==> src/hw/sdm_pkg.sv <==
// constants of the switch monitor: offsets, fields, reset values
package sdm_pkg;
  localparam int unsigned SDM_DW    = 8;
  localparam int unsigned SDM_AW    = 8;
  localparam int unsigned SDM_RW    = 3;
  localparam int unsigned SDM_CHW   = 5;
  localparam int unsigned SDM_MAXCH = 4;
  localparam int unsigned SDM_EVW   = 3;

  localparam logic [2:0] SDM_TOP_REG_OFF  = 3'h0;
  localparam logic [2:0] SDM_CHAN_A_OFF   = 3'h1;
  localparam logic [2:0] SDM_CHAN_B_OFF   = 3'h2;
  localparam logic [2:0] SDM_STATE_OFF    = 3'h3;
  localparam logic [2:0] SDM_CLEAR_OFF    = 3'h4;
  localparam logic [2:0] SDM_IRQ_STS_OFF  = 3'h5;
  localparam logic [2:0] SDM_IRQ_MASK_OFF = 3'h6;

  localparam int unsigned SDM_LINK_BIT  = 7;
  localparam int unsigned SDM_OW_BIT    = 0;
  localparam int unsigned SDM_OC_BIT    = 3;
  localparam int unsigned SDM_CH_STRIDE = 4;
  localparam int unsigned SDM_STATE_LSB = 4;

  localparam int unsigned SDM_EV_LINK = 0;
  localparam int unsigned SDM_EV_OPEN = 1;
  localparam int unsigned SDM_EV_OC   = 2;

  localparam logic [7:0] SDM_REG_RST  = 8'h00;
  localparam logic [2:0] SDM_MASK_RST = 3'h0;
  localparam int unsigned SDM_WDOG_CYC_DEF = 250;
endpackage

==> src/hw/sdm_switch_monitor.sv <==
// switch monitor: open-load, link watchdog, indicators, register port
`timescale 1ns/1ps

// Notes on behaviour
// - open-load warning only while channel commanded off
// - measure load off only; flag clear when on
// - off and load open sets bit, pin
// - open-load pin active-low open-drain, optional
// - enable bit zero drives first channel
// - watchdog and errors set link fault flag
// - link fault disables all outputs at once
// - outputs stay off until fault gone, cleared
// - switch side supply lost sets link fault
// - logic side supply lost disables all outputs
// - on/off commands on dedicated one-way outputs
// - indicator pins mirror actual switch state
// - over-current clears state bit, indicator off
// - recovery turns indicator on immediately
// - host reads status, clears reports, configures
// - up to thirty-two chained devices, addressed
// - link fault in bit 7, address 0
// - open warnings bits 0 and 4, address 1
module sdm_switch_monitor
  import sdm_pkg::*;
#(
  parameter int unsigned NUM_CH       = sdm_pkg::SDM_MAXCH,
  parameter int unsigned WDOG_CYC     = sdm_pkg::SDM_WDOG_CYC_DEF,
  parameter bit          HAS_OPEN_PIN = 1'b1,
  parameter bit          HAS_LED_PIN  = 1'b1
) (
  input  wire logic                         clock_i,
  input  wire logic                         rstn_i,
  input  wire logic [sdm_pkg::SDM_AW-1:0]   addr_i,
  input  wire logic [sdm_pkg::SDM_DW-1:0]   wdata_i,
  input  wire logic                         wr_i,
  input  wire logic                         rd_i,
  output logic      [sdm_pkg::SDM_DW-1:0]   rdata_o,
  input  wire logic [sdm_pkg::SDM_CHW-1:0]  chain_pos_i,
  input  wire logic [NUM_CH-1:0]            channel_input_i,
  input  wire logic [NUM_CH-1:0]            load_open_i,
  input  wire logic [NUM_CH-1:0]            over_current_i,
  input  wire logic                         link_beat_i,
  input  wire logic                         link_err_i,
  input  wire logic                         switch_side_supply_i,
  input  wire logic                         logic_side_supply_i,
  output logic      [NUM_CH-1:0]            switch_drive_o,
  output logic      [NUM_CH-1:0]            state_indicator_pin_o,
  output logic      [NUM_CH-1:0]            state_indicator_pin_oe_o,
  output logic                              open_load_pin_o,
  output logic                              open_load_pin_oe_o,
  output logic                              irq_o
);
  import sdm_pkg::*;

  localparam int unsigned WDW = (WDOG_CYC > 1) ? $clog2(WDOG_CYC) : 1;
  localparam int unsigned SW  = 3 * NUM_CH + 4 + SDM_CHW;
  localparam logic [WDW-1:0] WD_LAST = WDW'(WDOG_CYC - 1);

  initial begin
    if (NUM_CH < 1 || NUM_CH > SDM_MAXCH || WDOG_CYC < 2) begin
      $error("sdm_switch_monitor: unsupported parameters");
    end
  end

  typedef struct packed {
    logic [SW-1:0]     s1;
    logic [SW-1:0]     s2;
    logic              beat_d;
    logic [WDW-1:0]    wd;
    logic              link_fault;
    logic [NUM_CH-1:0] switch_enable_bits;
    logic [NUM_CH-1:0] drive;
    logic [NUM_CH-1:0] open_warn;
    logic [NUM_CH-1:0] oc_rep;
    logic [SDM_EVW-1:0] ev;
    logic [SDM_EVW-1:0] mask;
    logic [SDM_DW-1:0] rdata;
  } sdm_state_s;

  // supplies read as present until the synchroniser fills
  localparam logic [SW-1:0] SYNC_RST = {{SDM_CHW{1'b0}}, 2'b11, {(2 + 3 * NUM_CH){1'b0}}};
  localparam sdm_state_s    S_RST    = '{s1: SYNC_RST, s2: SYNC_RST, default: '0};

  sdm_state_s s;
  sdm_state_s next_s;

  // synchronised pin inputs
  logic [NUM_CH-1:0]  chin;
  logic [NUM_CH-1:0]  lo;
  logic [NUM_CH-1:0]  ocq;
  logic               beat;
  logic               err;
  logic               sw_ok;
  logic               lg_ok;
  logic [SDM_CHW-1:0] chain;

  assign {chain, lg_ok, sw_ok, err, beat, ocq, lo, chin} = s.s2;

  logic [NUM_CH-1:0] cmd;
  logic              wd_exp;
  logic              link_bad;
  logic              sel;
  logic              wr_hit;
  logic              rd_hit;
  logic [SDM_RW-1:0] ridx;
  logic              clr_link;
  logic [3:0]        ow4;
  logic [3:0]        oc4;
  logic [3:0]        st4;
  logic [3:0]        en4;
  logic [SDM_DW-1:0] mux;
  logic [SDM_EVW-1:0] ev_in;

  always_comb begin
    ow4 = '0;
    oc4 = '0;
    st4 = '0;
    en4 = '0;
    ow4[NUM_CH-1:0] = s.open_warn;
    oc4[NUM_CH-1:0] = s.oc_rep;
    st4[NUM_CH-1:0] = s.drive;
    en4[NUM_CH-1:0] = s.switch_enable_bits;
  end

  // register port and chain address decode
  assign ridx   = addr_i[SDM_RW-1:0];
  assign sel    = (addr_i[SDM_AW-1:SDM_AW-SDM_CHW] == chain);
  assign wr_hit = wr_i & sel;
  assign rd_hit = rd_i & sel;

  always_comb begin
    mux = SDM_REG_RST;
    case (ridx)
      SDM_TOP_REG_OFF: begin
        mux[SDM_LINK_BIT] = s.link_fault;
        mux[3:0] = ow4 | oc4;
      end
      SDM_CHAN_A_OFF: begin
        mux[SDM_OW_BIT] = ow4[0];
        mux[SDM_OC_BIT] = oc4[0];
        mux[SDM_OW_BIT + SDM_CH_STRIDE] = ow4[1];
        mux[SDM_OC_BIT + SDM_CH_STRIDE] = oc4[1];
      end
      SDM_CHAN_B_OFF: begin
        mux[SDM_OW_BIT] = ow4[2];
        mux[SDM_OC_BIT] = oc4[2];
        mux[SDM_OW_BIT + SDM_CH_STRIDE] = ow4[3];
        mux[SDM_OC_BIT + SDM_CH_STRIDE] = oc4[3];
      end
      SDM_STATE_OFF: begin
        mux = {st4, en4};
      end
      SDM_IRQ_STS_OFF: begin
        mux[SDM_EVW-1:0] = s.ev;
      end
      SDM_IRQ_MASK_OFF: begin
        mux[SDM_EVW-1:0] = s.mask;
      end
      default: begin
        mux = SDM_REG_RST;
      end
    endcase
  end

  // link watchdog and fault conditions
  assign cmd      = chin | s.switch_enable_bits;
  assign wd_exp   = (s.wd == WD_LAST);
  assign link_bad = wd_exp | err | ~sw_ok;
  assign clr_link = wr_hit & (ridx == SDM_CLEAR_OFF) & wdata_i[SDM_LINK_BIT];

  assign ev_in[SDM_EV_LINK] = link_bad & ~s.link_fault;
  assign ev_in[SDM_EV_OPEN] = |(~cmd & lo & ~s.open_warn);
  assign ev_in[SDM_EV_OC]   = |(cmd & ocq & ~s.oc_rep);

  always_comb begin
    next_s = s;
    next_s.s1 = {chain_pos_i, logic_side_supply_i, switch_side_supply_i,
                 link_err_i, link_beat_i, over_current_i, load_open_i,
                 channel_input_i};
    next_s.s2 = s.s1;
    next_s.beat_d = beat;
    if (beat & ~s.beat_d) begin
      next_s.wd = '0;
    end else if (!wd_exp) begin
      next_s.wd = s.wd + WDW'(1);
    end
    if (link_bad) begin
      next_s.link_fault = 1'b1;
    end else if (clr_link) begin
      next_s.link_fault = 1'b0;
    end
    // outputs off on fault, lost logic supply or over-current
    next_s.drive = cmd & ~ocq
                 & {NUM_CH{~s.link_fault & ~link_bad & lg_ok}};
    next_s.open_warn = ~cmd & lo;
    next_s.oc_rep = s.oc_rep | (cmd & ocq);
    next_s.ev = s.ev | ev_in;
    if (wr_hit) begin
      case (ridx)
        SDM_STATE_OFF: begin
          next_s.switch_enable_bits = wdata_i[NUM_CH-1:0];
        end
        SDM_CLEAR_OFF: begin
          next_s.oc_rep = (s.oc_rep & ~wdata_i[NUM_CH-1:0]) | (cmd & ocq);
        end
        SDM_IRQ_STS_OFF: begin
          next_s.ev = (s.ev & ~wdata_i[SDM_EVW-1:0]) | ev_in;
        end
        SDM_IRQ_MASK_OFF: begin
          next_s.mask = wdata_i[SDM_EVW-1:0];
        end
        default: begin
          next_s.mask = s.mask;
        end
      endcase
    end
    next_s.rdata = rd_hit ? mux : SDM_REG_RST;
  end

  always_ff @(posedge clock_i or negedge rstn_i) begin
    if (!rstn_i) begin
      s <= S_RST;
    end else begin
      s <= next_s;
    end
  end

  assign rdata_o                  = s.rdata;
  assign switch_drive_o           = s.drive;
  assign state_indicator_pin_o    = '0;
  assign state_indicator_pin_oe_o = s.drive & {NUM_CH{HAS_LED_PIN}};
  assign open_load_pin_o          = 1'b0;
  assign open_load_pin_oe_o       = HAS_OPEN_PIN & (|s.open_warn);
  assign irq_o                    = |(s.ev & s.mask);

  // checks
  sdm_state_s past_s;
  logic       past_bad;
  logic       past_clr;
  logic       past_lg;
  logic       past_rdtop;
  logic [NUM_CH-1:0] past_offlo;
  logic [NUM_CH-1:0] past_oc;
  logic [NUM_CH-1:0] past_cmd;

  always_ff @(posedge clock_i or negedge rstn_i) begin
    if (!rstn_i) begin
      past_s     <= '0;
      past_bad   <= 1'b0;
      past_clr   <= 1'b0;
      past_lg    <= 1'b0;
      past_rdtop <= 1'b0;
      past_offlo <= '0;
      past_oc    <= '0;
      past_cmd   <= '0;
    end else begin
      past_s     <= s;
      past_bad   <= link_bad;
      past_clr   <= clr_link;
      past_lg    <= lg_ok;
      past_rdtop <= rd_hit & (ridx == SDM_TOP_REG_OFF);
      past_offlo <= ~cmd & lo;
      past_oc    <= ocq;
      past_cmd   <= cmd;
    end
  end

  open_when_on_a: assert property (
    @(posedge clock_i) disable iff (!rstn_i)
    (s.open_warn & s.drive) == '0)
    else $error("open-load warning while channel driven");

  open_set_a: assert property (
    @(posedge clock_i) disable iff (!rstn_i)
    (~cmd & lo) != '0 |=> s.open_warn == past_offlo && open_load_pin_oe_o == HAS_OPEN_PIN)
    else $error("open-load warning not raised");

  open_on_clear_a: assert property (
    @(posedge clock_i) disable iff (!rstn_i)
    past_cmd != '0 |-> (s.open_warn & past_cmd) == '0)
    else $error("open-load warning while commanded on");

  led_state_a: assert property (
    @(posedge clock_i) disable iff (!rstn_i)
    HAS_LED_PIN |-> state_indicator_pin_oe_o == switch_drive_o && state_indicator_pin_o == '0)
    else $error("indicator differs from switch state");

  fault_off_a: assert property (
    @(posedge clock_i) disable iff (!rstn_i)
    link_bad |=> s.drive == '0 ##1 s.drive == '0)
    else $error("outputs not disabled on link fault");

  fault_hold_a: assert property (
    @(posedge clock_i) disable iff (!rstn_i)
    s.link_fault && !(clr_link && !link_bad) |=> s.link_fault && s.drive == '0)
    else $error("link fault released without clear");

  supply_loss_a: assert property (
    @(posedge clock_i) disable iff (!rstn_i)
    !sw_ok |=> s.link_fault)
    else $error("switch supply loss missed");

  logic_loss_a: assert property (
    @(posedge clock_i) disable iff (!rstn_i)
    !lg_ok |=> switch_drive_o == '0)
    else $error("outputs on without logic supply");

  oc_led_a: assert property (
    @(posedge clock_i) disable iff (!rstn_i)
    ocq != '0 |=> (state_indicator_pin_oe_o & past_oc) == '0)
    else $error("indicator on during over-current");

  wdog_a: assert property (
    @(posedge clock_i) disable iff (!rstn_i)
    wd_exp && !(beat && !s.beat_d) |=> s.link_fault ##1 s.link_fault)
    else $error("watchdog expiry not reported");

  top_read_a: assert property (
    @(posedge clock_i) disable iff (!rstn_i)
    past_rdtop |-> rdata_o[SDM_LINK_BIT] == past_s.link_fault)
    else $error("link fault not read at bit 7");

  clear_ok_a: assert property (
    @(posedge clock_i) disable iff (!rstn_i)
    past_s.link_fault && !s.link_fault |-> past_clr && !past_bad)
    else $error("link fault cleared while present");

  fault_clear_c: cover property (
    @(posedge clock_i) disable iff (!rstn_i)
    s.link_fault ##1 clr_link && !link_bad ##1 !s.link_fault);

  open_load_c: cover property (
    @(posedge clock_i) disable iff (!rstn_i)
    $rose(open_load_pin_oe_o));

  oc_recover_c: cover property (
    @(posedge clock_i) disable iff (!rstn_i)
    (ocq != '0) ##1 (ocq == '0) ##1 $rose(|state_indicator_pin_oe_o));

  wdog_expire_c: cover property (
    @(posedge clock_i) disable iff (!rstn_i)
    wd_exp && !s.link_fault ##1 s.link_fault);

  chain_miss_c: cover property (
    @(posedge clock_i) disable iff (!rstn_i)
    wr_i && !sel);
endmodule

==> config.mk <==
export PLATFORM = sky130hd
export DESIGN_NAME = sdm_switch_monitor
export DESIGN_NICKNAME = d
export VERILOG_FILES = /design/src/hw/sdm_pkg.sv /design/src/hw/sdm_switch_monitor.sv
export SDC_FILE = /design/constraint.sdc
export NUM_CORES = 1
export LEC_CHECK = 0
export BUFFER_PORTS_ARGS = -buffer_cell sky130_fd_sc_hd__buf_2
export CAP_MARGIN = 20
export CORE_UTILIZATION = 43
export CTS_CLUSTER_DIAMETER = 80
export DETAILED_ROUTE_END_ITERATION = 8
export GPL_TIMING_DRIVEN = 1
export PLACE_DENSITY = 0.67
export SLEW_MARGIN = 20
export SYNTH_ARGS = -nofsm -noshare
export SYNTH_HDL_FRONTEND = slang
export SYNTH_SLANG_ARGS = --single-unit
==> constraint.sdc <==
create_clock -name clock_i -period 1.6 [get_ports clock_i]
set_input_delay 0.32 -clock clock_i [delete_from_list [all_inputs] [get_ports clock_i]]
set_output_delay 0.32 -clock clock_i [all_outputs]
set_load 0.03 [all_outputs]
* Yosys cells after proc, flatten, opt, wreduce, memory -nomap -nowiden
Cells that the tools add are included.
** Cells by class
- Add/subtract/negate cells :: 1
- Equality and inequality tests :: 9
- Muxes and demuxes :: 15
- Bitwise operators :: 35
- Reductions and logical operators :: 8
** Operators with widths (count)
- $and A4 B4 Y4 :: 7
- $mux W8 :: 3
- $not A4 Y4 :: 5
- $or A4 B4 Y4 :: 4
- $reduce_or A4 Y1 :: 3
- $mux W10 :: 1
- $eq A3 B3 Y1 const B :: 3
- $add A8 B1 Y8 const B :: 1
- $and A1 B1 Y1 :: 8
- $eq A8 B8 Y1 const B :: 1
- $pmux W1 S4 :: 2
- $pmux W2 S4 :: 1
- $and A3 B3 Y3 :: 2
- $eq A3 B2 Y1 const B :: 2
- $mux W3 :: 2
- $or A3 B3 Y3 :: 2
- $pmux W1 S6 :: 1
- $eq A5 B5 Y1 :: 1
- $mux W4 :: 1
- $not A1 Y1 :: 4
- $reduce_and A2 Y1 :: 2
- $eq A3 B1 Y1 const B :: 1
- $logic_not A3 Y1 :: 1
- $not A3 Y3 :: 1
- 7 further kinds :: 9
** Storage, ports and cells
- Flip-flop bits (word level) :: 82
- Bits of input ports :: 41
- Word-level logic and storage cells :: 80

* Longest topological paths before layout
- Depth in word-level cells :: 8
- Depth in mapped cells :: 6

* Worst setup path before layout
Ideal clock, no wire load.
- Path type :: register to register
- From :: register s (netlist bit chain[4])
- To :: register s (netlist bit en4[0])
- Arrival :: 1.421 ns
- Data required time :: 1.475 ns
- Path slack :: 0.054 ns
- Stages on the path, launching flop included :: 5
- Buffers on the path :: 0
- Path through :: dfrtp_1 > xnor2_1 > nand3_2 > nor4_4 > mux2_2
** Between the ends
- Word-level cells in the longest chain between the ends :: 3
** RTL lines
- start: declaration :: RTL line sdm_switch_monitor.sv:84 : sdm_state_s s;
- start signal: assignment :: RTL line sdm_switch_monitor.sv:224 : s <= next_s;
- $eq A5 B5 Y1 :: RTL line sdm_switch_monitor.sv:127 : assign sel = (addr_i[SDM_AW-1:SDM_AW-SDM_CHW] == chain);
- $and A1 B1 Y1 :: RTL line sdm_switch_monitor.sv:128 : assign wr_hit = wr_i & sel;
- $reduce_and A2 Y1 (no line)
No other way between the ends.
A chain may end at the register's enable or synchronous reset.

* Worst setup path in the final report
- From :: register s (netlist bit ow4[0])
- To :: output port open_load_pin_oe_o
** Between the ends
- Word-level cells in the longest chain between the ends :: 1
** RTL lines
- $reduce_or A4 Y1 :: RTL line sdm_switch_monitor.sv:233 : assign open_load_pin_oe_o = HAS_OPEN_PIN & (|s.open_warn);
- end: declaration :: RTL line sdm_switch_monitor.sv:50 : output logic open_load_pin_oe_o,
No other way between the ends.

==> key figures <==
Floorplan
  • Effective utilization at floorplan: 44.5%
  • Die Y: 88.4 um
  • Die Span X: 88.4 um
  • Top Ports: 64
  • Total core area: 7210 um2
  • Full die area: 7810 um2
  • Core Rows: 31

Routing
  • Wirelength, routed: 6.10 mm
  • Vias: 2,074
  • DRC Markers: 0
  • Initial detailed-routing violation count: 114
  • Avg Vias per Cell: 4.96
  • Post-route ant nets: 0
  • First drt pass iteration count: 4
  • WL per Instance: 14.6 um

Synthesis
  • Post-synthesis cell type count: 49
  • Cell Area, Synth: 3210 um2
  • Area leader, netlist: dfrtp_1
  • Syn_area_per_cell: 12.9 um2
  • FF+latch count, synth: 82
  • Synth top area share: 60.9%
  • Fraction of registers with async set/reset: 100%
  • Register area share after synthesis: 64.1%
  • Ranking of synthesized cells by area: dfrtp_1 61%, buf_4 5.2%, dfstp_2 3.3%
  • Post-synth EDFFs: 0
  • Yosys warning total: 0
  • Dominant synthesized flop cell: dfrtp_1
  • Cells after Synth: 248

Placed design
  • Dpl ws: -0.154 ns
  • IO buf count: 55
  • Detail Placement HPWL: 4.28 mm
  • RePlAce Congestion: 0.836

GRT
  • Largest net degree at the start of global routing: 39
  • Initial antenna violation count: 0
  • Via count of the first global-routing pass: 2,015
  • Total grt overflow: 0
  • Gr usage total: 17.5%
  • First-pass GRT wire length: 9.80 mm

CTS
  • Clock transition at the registers of the reported paths: 0.08 ns
  • Clk_lat worst skew: 0.36 ns
  • CTS H-tree lvls: 3
  • Root buffer cell: clkbuf_8
  • TritonCTS clock tree: yes
  • CTS Sinks: 82
  • Clk buf depth: 2
  • CTS Buf Count: 9

Timing
  • Worst-Margin Slew: 0.583 ns
  • Post-layout worst setup margin: -0.169 ns
  • Clk_skew: 0.00742 ns
  • Min cycle time layout: 1.77 ns
  • FMAX: 565 MHz
  • Endpoints failing setup: 9
  • Final hold vios: 0
  • Final Cycle Share: 111%
  • Unrepaired setup endpoints after global routing: true
  • Final Slew Violations: 0
  • Relative slew slack: 61.1%
  • Fin Setup TNS: -0.461 ns

Worst hold path
  • Hold Path Class: input pin to flip-flop

Power and ir drop
  • Pwr dens: 1110 nW/um2
  • Pleak: 1.90 nW
  • Worst vdd ir: 650 uV
  • Tot Pwr: 4.39 mW

Outcome
  • Status: finished, violations left
  • Failing checks: negative setup slack

Worst setup path
  • Required time worst endpoint: 1.28 ns
  • Crit. End Element: primary output
  • CP startpoint kind: flip-flop
  • CP arrival: 1.45 ns
  • Critical path class: flip-flop to primary output
  • CP max FO: 2

Layout
  • Nets: 357
  • Layout cells sized above 1: 37.6%
  • ANT cells: 0
  • Synthesis-to-finish area growth: 23.8%
  • Register area: 2060 um2
  • Multi-input gate area: 1040 um2
  • # fillers: 630

Job
  • Max-cap violations: 0
final cells by class:
| type | count | area share (%) |
|---|---|---|
| Clock inverter | 7 | 2.59 |
| Timing Repair Buffer | 76 | 12.2 |
| Clock buffer | 9 | 3.12 |
| Tap cell | 99 | 3.12 |
| Multi-Input combinational cell | 135 | 26.2 |
| Inverter | 10 | 0.946 |
| Sequential cell | 82 | 51.8 |
worst max-delay path, cell delays in order, from the launching register on:
cell	delay, ns
dfrtp_1	0.40
or4_4	0.54
buf_6	0.15
repair_timing:
| action | CTS | global route |
|---|---|---|
| hold buffers | 1 | 0 |
| endpoints found under the setup margin | 10 | 19 |
| resized for setup | 15 | 12 |
| pin swaps | 10 | 10 |
| buffers inserted | 9 | 2 |
| hold endpoints to repair | 29 | 0 |
worst paths after layout:
path	startpoint	end	cells after the start	slack, ns
setup / recovery	ow4[0]$_DFF_PN0_	open_load_pin_oe_o	2	-0.17
min in group asynchronous	rstn_i	rdata_o[4]$_DFF_PN0_	2	0.44
hold / removal	switch_side_supply_i	next_s[54]$_DFF_PN1_	1	0.05
setup reg to reg	chain[0]$_DFF_PN0_	s[10]$_DFFE_PN0P_	6	-0.05
hold reg to reg	next_s[52]$_DFF_PN0_	beat$_DFF_PN0_	0	0.34
max in group asynchronous	rstn_i	next_s[54]$_DFF_PN1_	3	0.55
routing by layer:
layer | wire length (um) | vias to the layer above | GRT usage [%] | share of wire (%)
met5 | 0 | - | 0 | 0
met4 | 144 | 0 | 10.4 | 2.4
met3 | 355 | 14 | 4.20 | 5.8
met2 | 2980 | 65 | 27.3 | 49
met1 | 2620 | 1022 | 22.4 | 43
li1 | - | 973 | - | -
flip-flops by register name (all words and copies together) (netlist names):
| register | count |
|---|---|
| beat | 1 |
| chain | 5 |
| chin | 4 |
| en4 | 4 |
| err | 1 |
| lg_ok | 1 |
| lo | 4 |
| next_s | 21 |
| oc4 | 4 |
| ocq | 4 |
| ow4 | 4 |
| rdata_o | 8 |
| s | 17 |
| state_indicator_pin_oe_o | 4 |
power by group:
part	switching, mW	internal, mW	leakage, nW
sequential	0.0934	2.19	0.990
clock	0.764	0.891	0.110
combinational	0.238	0.216	0.804
cell usage in the layout, fill, tap and decap left out, types with 3 or more instances in the layout:
master,count
dfrtp_1,78
buf_2,52
o21ai_0,14
buf_4,14
nor2_1,12
inv_1,10
nand2_1,10
clkbuf_8,9
buf_6,8
nand3_1,7
nor2b_1,7
mux2_4,7
and3_1,6
xnor2_2,5
conb_1,5
a21o_1,4
nor3b_1,4
a221oi_1,4
nor3_1,4
dfstp_2,4
o31ai_1,3
or3_1,3
a21oi_1,3
xor2_1,3
clkinv_4,3
cell usage after synthesis (all sizes together) (2+ instances only):
cell and instances:
and4 2, nor4 2, and3 6, or3 4
o21ai 14, dfstp 4, xor2 3, clkbuf 2
inv 10, a21oi 3, buf 23, nor3 5
nor2 12, dfrtp 78, a221oi 4, o31ai 3
nor2b 7, mux2 8, mux4 2, xnor2 6
nand3 9, nand2 11, a31oi 2, nor3b 4
nand4 2, a21o 4, ha 2, o22ai 2
metrics by stage:
stage	area (um2)	cells	util [%]	hold WS, ns
5_1_grt	3970	418	55.0	0.0371
6_report	3970	418	55.0	0.0543
2_1_floorplan	3220	252	-	0.0244
3_5_place_dp	3530	391	49.0	0.289
3_3_place_gp	3530	391	49.0	0.280
4_1_cts	3910	417	54.2	0.0415
cell families (layout without fill, tap and decap cells):
group | Yosys count | after routing | synth area share [%]
mux | 11 | 11 | 4.53
xor+xnor | 9 | 9 | 2.69
other cells | 1 | 5 | 0.117
compound gates | 37 | 37 | 7.57
buf+inv | 35 | 102 | 6.75
fa+ha+maj | 2 | 2 | 0.780
flops | 82 | 82 | 64.1
simple gates | 71 | 71 | 13.4
Note: power is estimated with default switching activity, not from simulation.
